### config.mk
export PLATFORM = sky130hd
export DESIGN_NAME = bfcs_host
export DESIGN_NICKNAME = d
export VERILOG_FILES = /design/src/bfcs_pkg.sv /design/src/bfcs_sync.sv /design/src/bfcs_host.sv
export SDC_FILE = /design/constraint.sdc
export NUM_CORES = 1
export LEC_CHECK = 0
export BUFFER_PORTS_ARGS = -buffer_cell sky130_fd_sc_hd__buf_4
export CORE_ASPECT_RATIO = 0.9
export CORE_UTILIZATION = 47
export CTS_BUF_LIST = sky130_fd_sc_hd__clkbuf_4 sky130_fd_sc_hd__clkbuf_8
export CTS_CLUSTER_SIZE = 14
export DETAILED_ROUTE_END_ITERATION = 6
export PLACE_DENSITY = 0.71
export SLEW_MARGIN = 10
export SYNTH_ARGS = -nofsm -noshare
export SYNTH_HDL_FRONTEND = slang
export SYNTH_SLANG_ARGS = --single-unit
### constraint.sdc
create_clock -name clk_sys_i -period 6.04 [get_ports clk_sys_i]
set_clock_uncertainty 0.05 [all_clocks]
set_input_delay 0.302 -clock clk_sys_i [delete_from_list [all_inputs] [get_ports clk_sys_i]]
set_output_delay 0.302 -clock clk_sys_i [all_outputs]
set_load 0.05 [all_outputs]
### src/bfcs_pkg.sv
// Constants, register map and types for the boot flash command sequencer host.
// Assumes a 200 MHz system clock; all pin timings are derived from it.
package bfcs_pkg;
   localparam int CLK_PERIOD_PS = 5000;
   // Pin timings in ns
   localparam int T_WP_NS = 50;
   localparam int T_WR_HIGH_NS = 20;
   localparam int T_RD_NS = 90;
   localparam int T_RST_REC_NS = 450;
   localparam int T_BOOT_LOCK_NS = 100;
   localparam int SYNC_STAGES = 2;

   function automatic logic [7:0] bfcs_cyc_min(input int ns);
      int c;
      c = (ns * 1000 + CLK_PERIOD_PS - 1) / CLK_PERIOD_PS;
      if (c < 1)
      begin
         c = 1;
      end
      return c[7:0];
   endfunction : bfcs_cyc_min

   localparam logic [7:0] WP_CYC = bfcs_cyc_min(T_WP_NS);
   localparam logic [7:0] WR_HIGH_CYC = bfcs_cyc_min(T_WR_HIGH_NS);
   localparam logic [7:0] RD_CYC = bfcs_cyc_min(T_RD_NS) + 8'(SYNC_STAGES);
   localparam logic [7:0] RST_REC_CYC = bfcs_cyc_min(T_RST_REC_NS);
   localparam logic [7:0] BOOT_LOCK_CYC = bfcs_cyc_min(T_BOOT_LOCK_NS);

   // Device command bytes
   localparam logic [7:0] CMD_READ_ARRAY = 8'hFF;
   localparam logic [7:0] CMD_PROG_SETUP = 8'h40;
   localparam logic [7:0] CMD_PROG_SETUP_ALT = 8'h10;
   localparam logic [7:0] CMD_ERASE_SETUP = 8'h20;
   localparam logic [7:0] CMD_ERASE_CONFIRM = 8'hD0;
   localparam logic [7:0] CMD_ERASE_SUSPEND = 8'hB0;
   localparam logic [7:0] CMD_READ_STATUS = 8'h70;
   localparam logic [7:0] CMD_CLEAR_STATUS = 8'h50;
   localparam logic [7:0] CMD_READ_ID = 8'h90;
   localparam int WSM_READY_BIT = 7;

   // APB register byte offsets
   localparam logic [4:0] REG_OP = 5'h00;
   localparam logic [4:0] REG_ADDR = 5'h04;
   localparam logic [4:0] REG_WDATA = 5'h08;
   localparam logic [4:0] REG_RDATA = 5'h0C;
   localparam logic [4:0] REG_STATUS = 5'h10;
   localparam logic [4:0] REG_IRQ_STAT = 5'h14;
   localparam logic [4:0] REG_IRQ_MASK = 5'h18;
   localparam logic [4:0] REG_PIN_CTRL = 5'h1C;

   // Operation codes in REG_OP[1:0]
   localparam logic [1:0] OP_WRITE = 2'h0;
   localparam logic [1:0] OP_READ = 2'h1;
   localparam logic [1:0] OP_POLL = 2'h2;

   // PIN_CTRL fields
   localparam int PIN_RSTPD = 0;
   localparam int PIN_WP = 1;
   localparam int PIN_HV = 2;
   localparam int PIN_WORD = 3;
   // STATUS fields
   localparam int STS_BUSY = 0;
   localparam int STS_READY = 1;
   localparam int STS_RECOVERED = 2;
   localparam int STS_LOCKED = 3;
   // IRQ fields
   localparam int IRQ_DONE = 0;
   localparam int IRQ_READY = 1;
   localparam int IRQ_REFUSED = 2;

   localparam logic [3:0] PIN_CTRL_RST = 4'h9;
   localparam logic [2:0] IRQ_MASK_RST = 3'h0;

   typedef enum logic [2:0] {
      ST_IDLE = 3'b000,
      ST_WR_SETUP = 3'b001,
      ST_WR_PULSE = 3'b010,
      ST_WR_GAP = 3'b011,
      ST_RD_WAIT = 3'b100,
      ST_RD_GAP = 3'b101
   } bfcs_state_type;
endpackage : bfcs_pkg

### src/bfcs_sync.sv
// Two-stage synchroniser for a bus of pin inputs.
// Assumes the inputs are quasi-static while sampled; bits may skew by a cycle.
`timescale 1ns/1ps
`default_nettype none
module bfcs_sync
   import bfcs_pkg::*;
#(
   parameter int WIDTH = 16
)
(
   input wire logic clk_sys_i,
   input wire logic rst_i,
   input wire logic [WIDTH-1:0] d_i,
   output logic [WIDTH-1:0] q_o
);
   logic [WIDTH-1:0] meta_r;

   always_ff @(posedge clk_sys_i or posedge rst_i)
   begin
      if (rst_i)
      begin
         meta_r <= '0;
         q_o <= '0;
      end
      else
      begin
         meta_r <= d_i;
         q_o <= meta_r;
      end
   end
endmodule : bfcs_sync
`default_nettype wire

### src/bfcs_host.sv
// Host controller that drives a boot-block flash through its strobe pins, ordered over APB.
// Assumes a flash on the pins with no clock of its own; dq_i is asynchronous.
`timescale 1ns/1ps
`default_nettype none
module bfcs_host
   import bfcs_pkg::*;
(
   input wire logic clk_sys_i,
   input wire logic rst_i,
   input wire logic psel_i,
   input wire logic penable_i,
   input wire logic pwrite_i,
   input wire logic [31:0] paddr_i,
   input wire logic [31:0] pwdata_i,
   output logic [31:0] prdata_o,
   output logic pready_o,
   output logic pslverr_o,
   output logic irq_o,
   output logic ce_n_o,
   output logic we_n_o,
   output logic oe_n_o,
   output logic [19:0] addr_o,
   input wire logic [15:0] dq_i,
   output logic [15:0] dq_o,
   output logic [15:0] dq_oe_o,
   output logic reset_powerdown_n_o,
   output logic high_voltage_level_o,
   output logic write_protect_o,
   output logic word_mode_o
);
   typedef struct packed {
      bfcs_state_type st;
      logic [7:0] cnt;
      logic [7:0] rise_cnt;
      logic [1:0] op;
      logic ce_n;
      logic we_n;
      logic oe_n;
      logic [19:0] pin_addr;
      logic [15:0] pin_dq;
      logic dq_oe;
      logic [3:0] pins;
      logic word_mode;
      logic [19:0] addr;
      logic [15:0] wdata;
      logic [15:0] rdata;
      logic ready_seen;
      logic [2:0] irq_stat;
      logic [2:0] irq_mask;
      logic irq;
      logic pready;
      logic [31:0] prdata;
   } bfcs_regs_type;

   bfcs_regs_type s_r;
   bfcs_regs_type s_nxt;
   logic [15:0] dq_sync;

   bfcs_sync #(.WIDTH(16)) u_dq_sync
   (
      .clk_sys_i(clk_sys_i),
      .rst_i(rst_i),
      .d_i(dq_i),
      .q_o(dq_sync)
   );

   always_comb
   begin
      logic wr_acc;
      logic rd_acc;
      logic [4:0] off;
      logic [2:0] irq_set;
      logic recovered;
      logic start;
      wr_acc = 1'b0;
      rd_acc = 1'b0;
      off = paddr_i[4:0];
      irq_set = 3'h0;
      recovered = 1'b0;
      start = 1'b0;
      s_nxt = s_r;

      // Access phase answered in its second cycle
      s_nxt.pready = psel_i & penable_i & ~s_r.pready;
      wr_acc = psel_i & penable_i & ~s_r.pready & pwrite_i;
      rd_acc = psel_i & penable_i & ~s_r.pready & ~pwrite_i;

      // Time since reset/power-down release, saturating
      if (!s_r.pins[PIN_RSTPD])
      begin
         s_nxt.rise_cnt = 8'h00;
      end
      else if (s_r.rise_cnt != 8'hFF)
      begin
         s_nxt.rise_cnt = s_r.rise_cnt + 8'h01;
      end
      recovered = s_r.pins[PIN_RSTPD] && (s_r.rise_cnt >= RST_REC_CYC);

      if (rd_acc)
      begin
         case (off)
            REG_OP: s_nxt.prdata = {30'h0, s_r.op};
            REG_ADDR: s_nxt.prdata = {12'h0, s_r.addr};
            REG_WDATA: s_nxt.prdata = {16'h0, s_r.wdata};
            REG_RDATA: s_nxt.prdata = {16'h0, s_r.rdata};
            REG_STATUS: s_nxt.prdata = {28'h0, s_r.pins[PIN_RSTPD] && (s_r.rise_cnt >= BOOT_LOCK_CYC),
                                        recovered, s_r.ready_seen, s_r.st != ST_IDLE};
            REG_IRQ_STAT: s_nxt.prdata = {29'h0, s_r.irq_stat};
            REG_IRQ_MASK: s_nxt.prdata = {29'h0, s_r.irq_mask};
            REG_PIN_CTRL: s_nxt.prdata = {28'h0, s_r.word_mode, s_r.pins[2:0]};
            default: s_nxt.prdata = 32'h0;
         endcase
      end

      if (wr_acc)
      begin
         case (off)
            REG_OP:
            begin
               // Ops before recovery or while busy are dropped
               if (s_r.st == ST_IDLE && recovered && pwdata_i[1:0] != 2'h3)
               begin
                  start = 1'b1;
                  s_nxt.op = pwdata_i[1:0];
               end
               else
               begin
                  irq_set[IRQ_REFUSED] = 1'b1;
               end
            end
            REG_ADDR: s_nxt.addr = pwdata_i[19:0];
            REG_WDATA: s_nxt.wdata = pwdata_i[15:0];
            REG_IRQ_MASK: s_nxt.irq_mask = pwdata_i[2:0];
            REG_PIN_CTRL:
            begin
               s_nxt.pins = pwdata_i[3:0];
               // Boot block writes need high voltage or write-protect high held through the op
               if (s_r.st != ST_IDLE)
               begin
                  s_nxt.pins[PIN_HV] = s_r.pins[PIN_HV];
                  s_nxt.pins[PIN_WP] = s_r.pins[PIN_WP];
                  s_nxt.pins[PIN_RSTPD] = s_r.pins[PIN_RSTPD];
               end
            end
            default: ;
         endcase
      end

      // Width select follows its bit only while in deep power-down
      if (!s_r.pins[PIN_RSTPD])
      begin
         s_nxt.word_mode = s_r.pins[PIN_WORD];
      end

      case (s_r.st)
         ST_IDLE:
         begin
            if (start)
            begin
               s_nxt.pin_addr = s_r.addr;
               s_nxt.cnt = 8'h00;
               if (pwdata_i[1:0] == OP_WRITE)
               begin
                  // Address and data settle before the strobes fall
                  s_nxt.pin_dq = s_r.wdata;
                  s_nxt.dq_oe = 1'b1;
                  s_nxt.st = ST_WR_SETUP;
               end
               else
               begin
                  s_nxt.ce_n = 1'b0;
                  s_nxt.oe_n = 1'b0;
                  s_nxt.st = ST_RD_WAIT;
               end
            end
         end
         ST_WR_SETUP:
         begin
            s_nxt.ce_n = 1'b0;
            s_nxt.we_n = 1'b0;
            s_nxt.st = ST_WR_PULSE;
         end
         ST_WR_PULSE:
         begin
            s_nxt.cnt = s_r.cnt + 8'h01;
            if (s_r.cnt == WP_CYC - 8'h01)
            begin
               // Write strobe rises first, ending the cycle; data held one more edge
               s_nxt.we_n = 1'b1;
               s_nxt.cnt = 8'h00;
               s_nxt.st = ST_WR_GAP;
            end
         end
         ST_WR_GAP:
         begin
            s_nxt.ce_n = 1'b1;
            s_nxt.dq_oe = 1'b0;
            s_nxt.cnt = s_r.cnt + 8'h01;
            // Strobes stay high for the write high width before the next op
            if (s_r.cnt == WR_HIGH_CYC - 8'h01)
            begin
               s_nxt.st = ST_IDLE;
               irq_set[IRQ_DONE] = 1'b1;
            end
         end
         ST_RD_WAIT:
         begin
            s_nxt.cnt = s_r.cnt + 8'h01;
            if (s_r.cnt == RD_CYC - 8'h01)
            begin
               s_nxt.rdata = dq_sync;
               s_nxt.ready_seen = dq_sync[WSM_READY_BIT];
               s_nxt.ce_n = 1'b1;
               s_nxt.oe_n = 1'b1;
               s_nxt.cnt = 8'h00;
               s_nxt.st = ST_RD_GAP;
            end
         end
         ST_RD_GAP:
         begin
            s_nxt.cnt = s_r.cnt + 8'h01;
            // Gap lets the flash release the data bus between polls
            if (s_r.cnt == WR_HIGH_CYC - 8'h01)
            begin
               s_nxt.cnt = 8'h00;
               if (s_r.op == OP_POLL && !s_r.ready_seen)
               begin
                  // Only the ready bit ends a poll; no timeout here
                  s_nxt.ce_n = 1'b0;
                  s_nxt.oe_n = 1'b0;
                  s_nxt.st = ST_RD_WAIT;
               end
               else
               begin
                  irq_set[IRQ_DONE] = 1'b1;
                  irq_set[IRQ_READY] = s_r.op == OP_POLL;
                  s_nxt.st = ST_IDLE;
               end
            end
         end
         default:
         begin
            s_nxt.st = ST_IDLE;
            s_nxt.ce_n = 1'b1;
            s_nxt.we_n = 1'b1;
            s_nxt.oe_n = 1'b1;
            s_nxt.dq_oe = 1'b0;
         end
      endcase

      // Set wins over a same-cycle clear
      if (wr_acc && off == REG_IRQ_STAT)
      begin
         s_nxt.irq_stat = s_r.irq_stat & ~pwdata_i[2:0];
      end
      s_nxt.irq_stat = s_nxt.irq_stat | irq_set;
      s_nxt.irq = |(s_nxt.irq_stat & s_nxt.irq_mask);
   end

   always_ff @(posedge clk_sys_i or posedge rst_i)
   begin
      if (rst_i)
      begin
         s_r <= '0;
         s_r.st <= ST_IDLE;
         s_r.ce_n <= 1'b1;
         s_r.we_n <= 1'b1;
         s_r.oe_n <= 1'b1;
         s_r.pins <= PIN_CTRL_RST;
         s_r.word_mode <= PIN_CTRL_RST[PIN_WORD];
         s_r.irq_mask <= IRQ_MASK_RST;
      end
      else
      begin
         s_r <= s_nxt;
      end
   end

   assign prdata_o = s_r.prdata;
   assign pready_o = s_r.pready;
   assign pslverr_o = 1'b0;
   assign irq_o = s_r.irq;
   assign ce_n_o = s_r.ce_n;
   assign we_n_o = s_r.we_n;
   assign oe_n_o = s_r.oe_n;
   assign addr_o = s_r.pin_addr;
   assign dq_o = s_r.pin_dq;
   assign dq_oe_o = {16{s_r.dq_oe}};
   assign reset_powerdown_n_o = s_r.pins[PIN_RSTPD];
   assign high_voltage_level_o = s_r.pins[PIN_HV];
   assign write_protect_o = s_r.pins[PIN_WP];
   assign word_mode_o = s_r.word_mode;
endmodule : bfcs_host
`default_nettype wire

==> Word level (Yosys, flattened, before mapping) <==
Index checks and enable logic that the tools add are counted.
{ "op_classes": {"reduce_logical": 30, "addsub": 2, "order_cmp": 2, "n_bitwise": 15, "n_mux": 38, "eq_ne": 27} }
{ "op_table": {"columns": ["cell", "n"], "rows": [
  ["20-bit case mux with 8 select lines", 1],
  ["11-bit two-way mux", 4],
  ["8-bit case mux with 5 select lines", 1],
  ["38-bit two-way mux", 1],
  ["5-bit equality test (second input constant)", 4],
  ["3-bit two-way mux", 6],
  ["3-bit case mux with 6 select lines", 1],
  ["17-bit two-way mux", 1],
  ["8-bit by 1-bit adder with 8-bit output (second input constant)", 2],
  ["8-bit two-way mux", 2],
  ["1-bit two-way mux", 14],
  ["2-bit inequality test (second input constant)", 7],
  ["2-bit AND reduction", 7],
  ["3-bit AND reduction", 4],
  ["6-bit AND reduction", 2],
  ["5-bit by 4-bit equality test with 1-bit output (second input constant)", 2],
  ["8-bit by 2-bit equality test with 1-bit output (second input constant)", 1],
  ["8-bit by 4-bit equality test with 1-bit output (second input constant)", 1],
  ["8-bit by 5-bit equality test with 1-bit output (second input constant)", 1],
  ["8-bit by 5-bit >= comparator with 1-bit output (second input constant)", 1],
  ["8-bit by 7-bit >= comparator with 1-bit output (second input constant)", 1],
  ["8-bit inequality test (second input constant)", 1],
  ["4-bit OR reduction", 2],
  ["1-bit inverter", 7],
  ["24 further kinds", 40]
]} }
{ "word_totals": {"out_inout_bits": 94, "regBits": 191} }

==> Logic depth before layout (Yosys ltp) <==
{ "logic_depth": {"ltp_word": 10, "mapped_depth": 9} }

==> Cells and area by module <==
A second synthesis with hierarchy kept.
{ "hier_totals": {"hier_cells": 644, "area_unflattened_um2": 7992.7} }
{ "modules_own_cells": {"columns": ["mod", "area_per_inst_um2", "n_inst", "seq_area_each_um2", "cells_each"], "rows": [
  ["bfcs_host", 7188.1, 1, 3661.0, 611],
  ["bfcs_sync", 804.5, 1, 800.8, 33]
]} }

==> Worst setup path after synthesis <==
No wires, ideal clock.
{ "synth_path": {"path_kind": "reg2reg", "from": "register s_r (netlist bit pready_o)", "to": "register s_r (netlist bit dq_o[0])", "t_arrival_ns": 2.220, "setup_slack_ns": 3.645, "path_stages_with_launch": 9, "path_buffers": 3, "t_required_ns": 5.865, "path_cell_list": "dfrtp_1 > and4b_1 > buf_4 > and3_4 > nand4_1 > or3_1 > buf_2 > buf_6 > mux2_4"} }
{ "synth_between": {"elab_chain_cells": 5} }
{ "synth_lines": {"columns": ["element", "line_no", "text"], "rows": [
  ["start: declaration", "bfcs_host.sv:55", "bfcs_regs_type s_r;"],
  ["start signal: assignment", "bfcs_host.sv:275", "s_r <= s_nxt;"],
  ["1-bit inverter", "bfcs_host.sv:85", "wr_acc = psel_i & penable_i & ~s_r.pready & pwrite_i;"],
  ["1-bit AND (2 in series)", "bfcs_host.sv:85", null],
  ["1-bit two-way mux", "bfcs_host.sv:115", "if (wr_acc)"],
  ["3-bit AND reduction (no line)", null, null]
]} }
Every way passes these cells.
A chain may end at the register's enable or synchronous reset.

==> Worst setup path in the final report <==
Same ends and word-level chain as after synthesis.

==> results.yml <==
final_layout:
  fill_cells: 1335
  antenna_cells: 0
  nets: 789
  final_util_pct: 55.2
  final_cell_count_no_fill: 920
  area_delta_synth_final_pct: 13.6
  drive_gt1_share_pct: 39.1
synthesis:
  synth_ff_type: "dfrtp_1"
  syn_inst: 638
  muxShareOfSynthArea_pct: 15.5
  synthAdderAreaFrac_pct: 0.632
  syn-cell-area_sq_um: 7920
  yosysWarningCount: 0
  ys_async_sr_fraction_pct: 100
  synth_edf_count: 0
  synth.distinct_cells: 60
  synth-xor-area-share_pct: 0.332
  synth_top_family_by_area: "multiplexers"
  ys_ff_latch: 178
  ys_seq_area_share_pct: 56.4
  synth-simple-area-share_pct: 8.23
  syn_area_per_cell_sq_um: 12.4
  synth_compound_area_share_pct: 8.79
placement:
  gp_congestion: 0.827
  hpwl_um: 11100
  dp.cells: 871
  portBuffers: 126
grt:
  grt_max_degree: 93
  grt-ovfl-total: 0
  grt_pass1_wl_um: 26500
  grt_usage_pct: 19.8
  grt_pass1_vias: 5049
  grt_antenna_before_repair: 0
clocking:
  clock-sinks: 178
  path_clk_slew_ns: 0.09
  cts_buffer_depth: 2
  post_cts_buffers: 0
  cts-root-buf: "clkbuf_8"
  htree_levels: 4
  cts_buffers: 17
  tritoncts: "built"
  clk_latency_ns: 0.45
timing:
  relSlewSlack_pct: 19.5
  timing.fmax_mhz: 364
  hold_ws_ns: 0.0328
  worst_pin_slew_ns: 1.21
  rsz0062_at_grt: "no"
  period_needed_ns: 2.74
  period_share_pct: 45.4
  drv_slew: 0
  hold_violations: 0
  finalSetupTns_ns: 0
  setup-violations-final: 0
critical_path:
  path_buf_inv: 0
  worstSetupEndpointType: "flip-flop"
  slowest_delay_ns: 0.83
  arrival_ns: 3.03
  worst_ep_required_time_ns: 6.32
  crit_family: "simple AND/OR/NAND/NOR gates"
  crit_chain: "and4b_1 > and3_4 > nand4_1 > or3_1 > mux2_4"
  worst-path-max-fanout: 17
  start_kind: "flip-flop"
  path_class: "reg -> reg"
  crit_path_top_delay_cell: "or3_1"
drt:
  drc_errors: 18
  wirelength_um: 16500
  postRouteAntennaNets: 0
  via_per_inst: 5.41
  wl_per_cell_um: 18.0
  drtIter0Drc: 394
  vias: 4978
  first_pass_iters: 7
power_and_ir_drop:
  ir_drop_mv: 0.246
  p_per_area_nw_per_um2: 261
  p_leak_uw: 0.00446
floorplan:
  fp.dieH_um: 125
  die_w_um: 139
  ios: 179
  start_util_pct: 48.6
  die_area_sq_um: 17400
  rows: 44
  core-area_sq_um: 16300
run_status:
  failed_checks: "design-rule violations"
  status: "complete, but fails checks"
min_path:
  hold_class: "in -> reg"
job:
  drv_cap: 0
## sequential cells by signal, indices dropped and copies added, names as in the netlist
| register | count |
|---|---|
| addr_o | 20 |
| ce_n_o | 1 |
| dq_o | 16 |
| dq_oe_o | 1 |
| high_voltage_level_o | 1 |
| irq_o | 1 |
| oe_n_o | 1 |
| prdata_o | 20 |
| pready_o | 1 |
| reset_powerdown_n_o | 1 |
| s_r | 80 |
| u_dq_sync.meta_r | 16 |
| u_dq_sync.q_o | 16 |
| we_n_o | 1 |
| word_mode_o | 1 |
| write_protect_o | 1 |
## power breakdown
part,internal [uW],switching [uW]
logic,90.9,132
clock network,414,399
registers,1250,59.8
## stage by stage
step	setup slack (ns)	power, uW	cell area (sq um)
5_1_grt	3.10	2450	9000
3_3_place_gp	3.02	1530	8430
3_5_place_dp	3.00	1540	8430
6_report	3.30	2350	9000
4_1_cts	3.27	2370	9000
2_1_floorplan	0.868	1470	7960
## layout make-up
| type | instances | area (sq um) | area share, % |
|---|---|---|---|
| clock buffers | 24 | 299 | 3.32 |
| repair buffers | 146 | 1140 | 12.7 |
| flip-flops and latches | 178 | 4460 | 49.6 |
| clock inverters | 8 | 101 | 1.13 |
| well taps | 207 | 259 | 2.88 |
| inverters | 9 | 38.8 | 0.431 |
| multi-input cells | 348 | 2700 | 30.0 |
## path summary, 6_finish.rpt
check                                startpoint           endpoint  slack (ns)  depth (start not counted)
setup / recovery                       pready_o            dq_o[0]        3.30                          5
hold / removal                     pwdata_i[18]            s_r[91]        0.03                          2
setup reg to reg                       pready_o            dq_o[0]        3.30                          5
hold reg to reg            u_dq_sync.meta_r[10]  u_dq_sync.q_o[10]        0.30                          0
max in group asynchronous                 rst_i            s_r[44]        3.84                          4
min in group asynchronous                 rst_i            dq_o[7]        0.50                          3
## synth_stat cells, types with 3 or more instances
| cell type | instances | area, sq um |
|---|---|---|
| nor3_1 | 8 | 40.0 |
| a31oi_1 | 6 | 37.5 |
| a21oi_1 | 18 | 90.1 |
| clkbuf_1 | 21 | 78.8 |
| mux2_4 | 9 | 135 |
| inv_1 | 8 | 30.0 |
| and2_1 | 9 | 56.3 |
| a22o_1 | 23 | 201 |
| buf_2 | 6 | 30.0 |
| buf_4 | 86 | 646 |
| nand2_1 | 32 | 120 |
| or2_2 | 3 | 18.8 |
| o21ai_0 | 29 | 145 |
| nand3_1 | 17 | 85.1 |
| and3_1 | 6 | 37.5 |
| mux4_2 | 3 | 67.6 |
| nor3b_1 | 3 | 22.5 |
| nor2b_1 | 7 | 43.8 |
| ha_1 | 4 | 50.1 |
| dfstp_2 | 6 | 158 |
| dfrtp_1 | 172 | 4300 |
| a21o_1 | 3 | 22.5 |
| nand4_1 | 3 | 18.8 |
| or3_1 | 4 | 25.0 |
| mux2_2 | 89 | 1000 |
| nor2_1 | 19 | 71.3 |
| a22oi_1 | 4 | 30.0 |
## kinds of logic (layout without fill, tap and decap cells)
logic type               after synthesis  in the layout
flip-flops                           178            178
buffers and inverters                124            187
AND/OR/NAND/NOR                      123            123
multiplexers                         103            103
AO/OA/AOI/OAI                        102            102
adder cells (fa/ha/maj)                4              4
XOR/XNOR                               3              3
other                                  1             13
## routing by layer
layer	GRT usage, %	up-vias	wire, um
met5	0	-	0
met4	5.75	0	187
met3	4.63	20	956
met2	32.2	175	7950
met1	26.6	2512	7440
li1	-	2271	-
## timing repair
item,4_1_cts,5_1_grt
resized for setup,0,0
hold buffers,17,0
hold endpoints to repair,107,0
## cell usage in the layout (no fill, tap or decap), drive strengths merged, types with 9 or more instances in the layout
| cell | netlist | routed |
|---|---|---|
| a21oi | 18 | 18 |
| dfrtp | 172 | 172 |
| and2 | 10 | 10 |
| inv | 9 | 11 |
| o21ai | 30 | 30 |
| buf | 94 | 129 |
| conb | 1 | 13 |
| dlygate4sd3 | 0 | 17 |
| nand2 | 32 | 32 |
| clkbuf | 21 | 24 |
| nor2 | 19 | 19 |
| a22o | 23 | 23 |
| nor3 | 9 | 9 |
| mux2 | 98 | 98 |
| nand3 | 17 | 17 |
(Power assumes the default switching activity.)
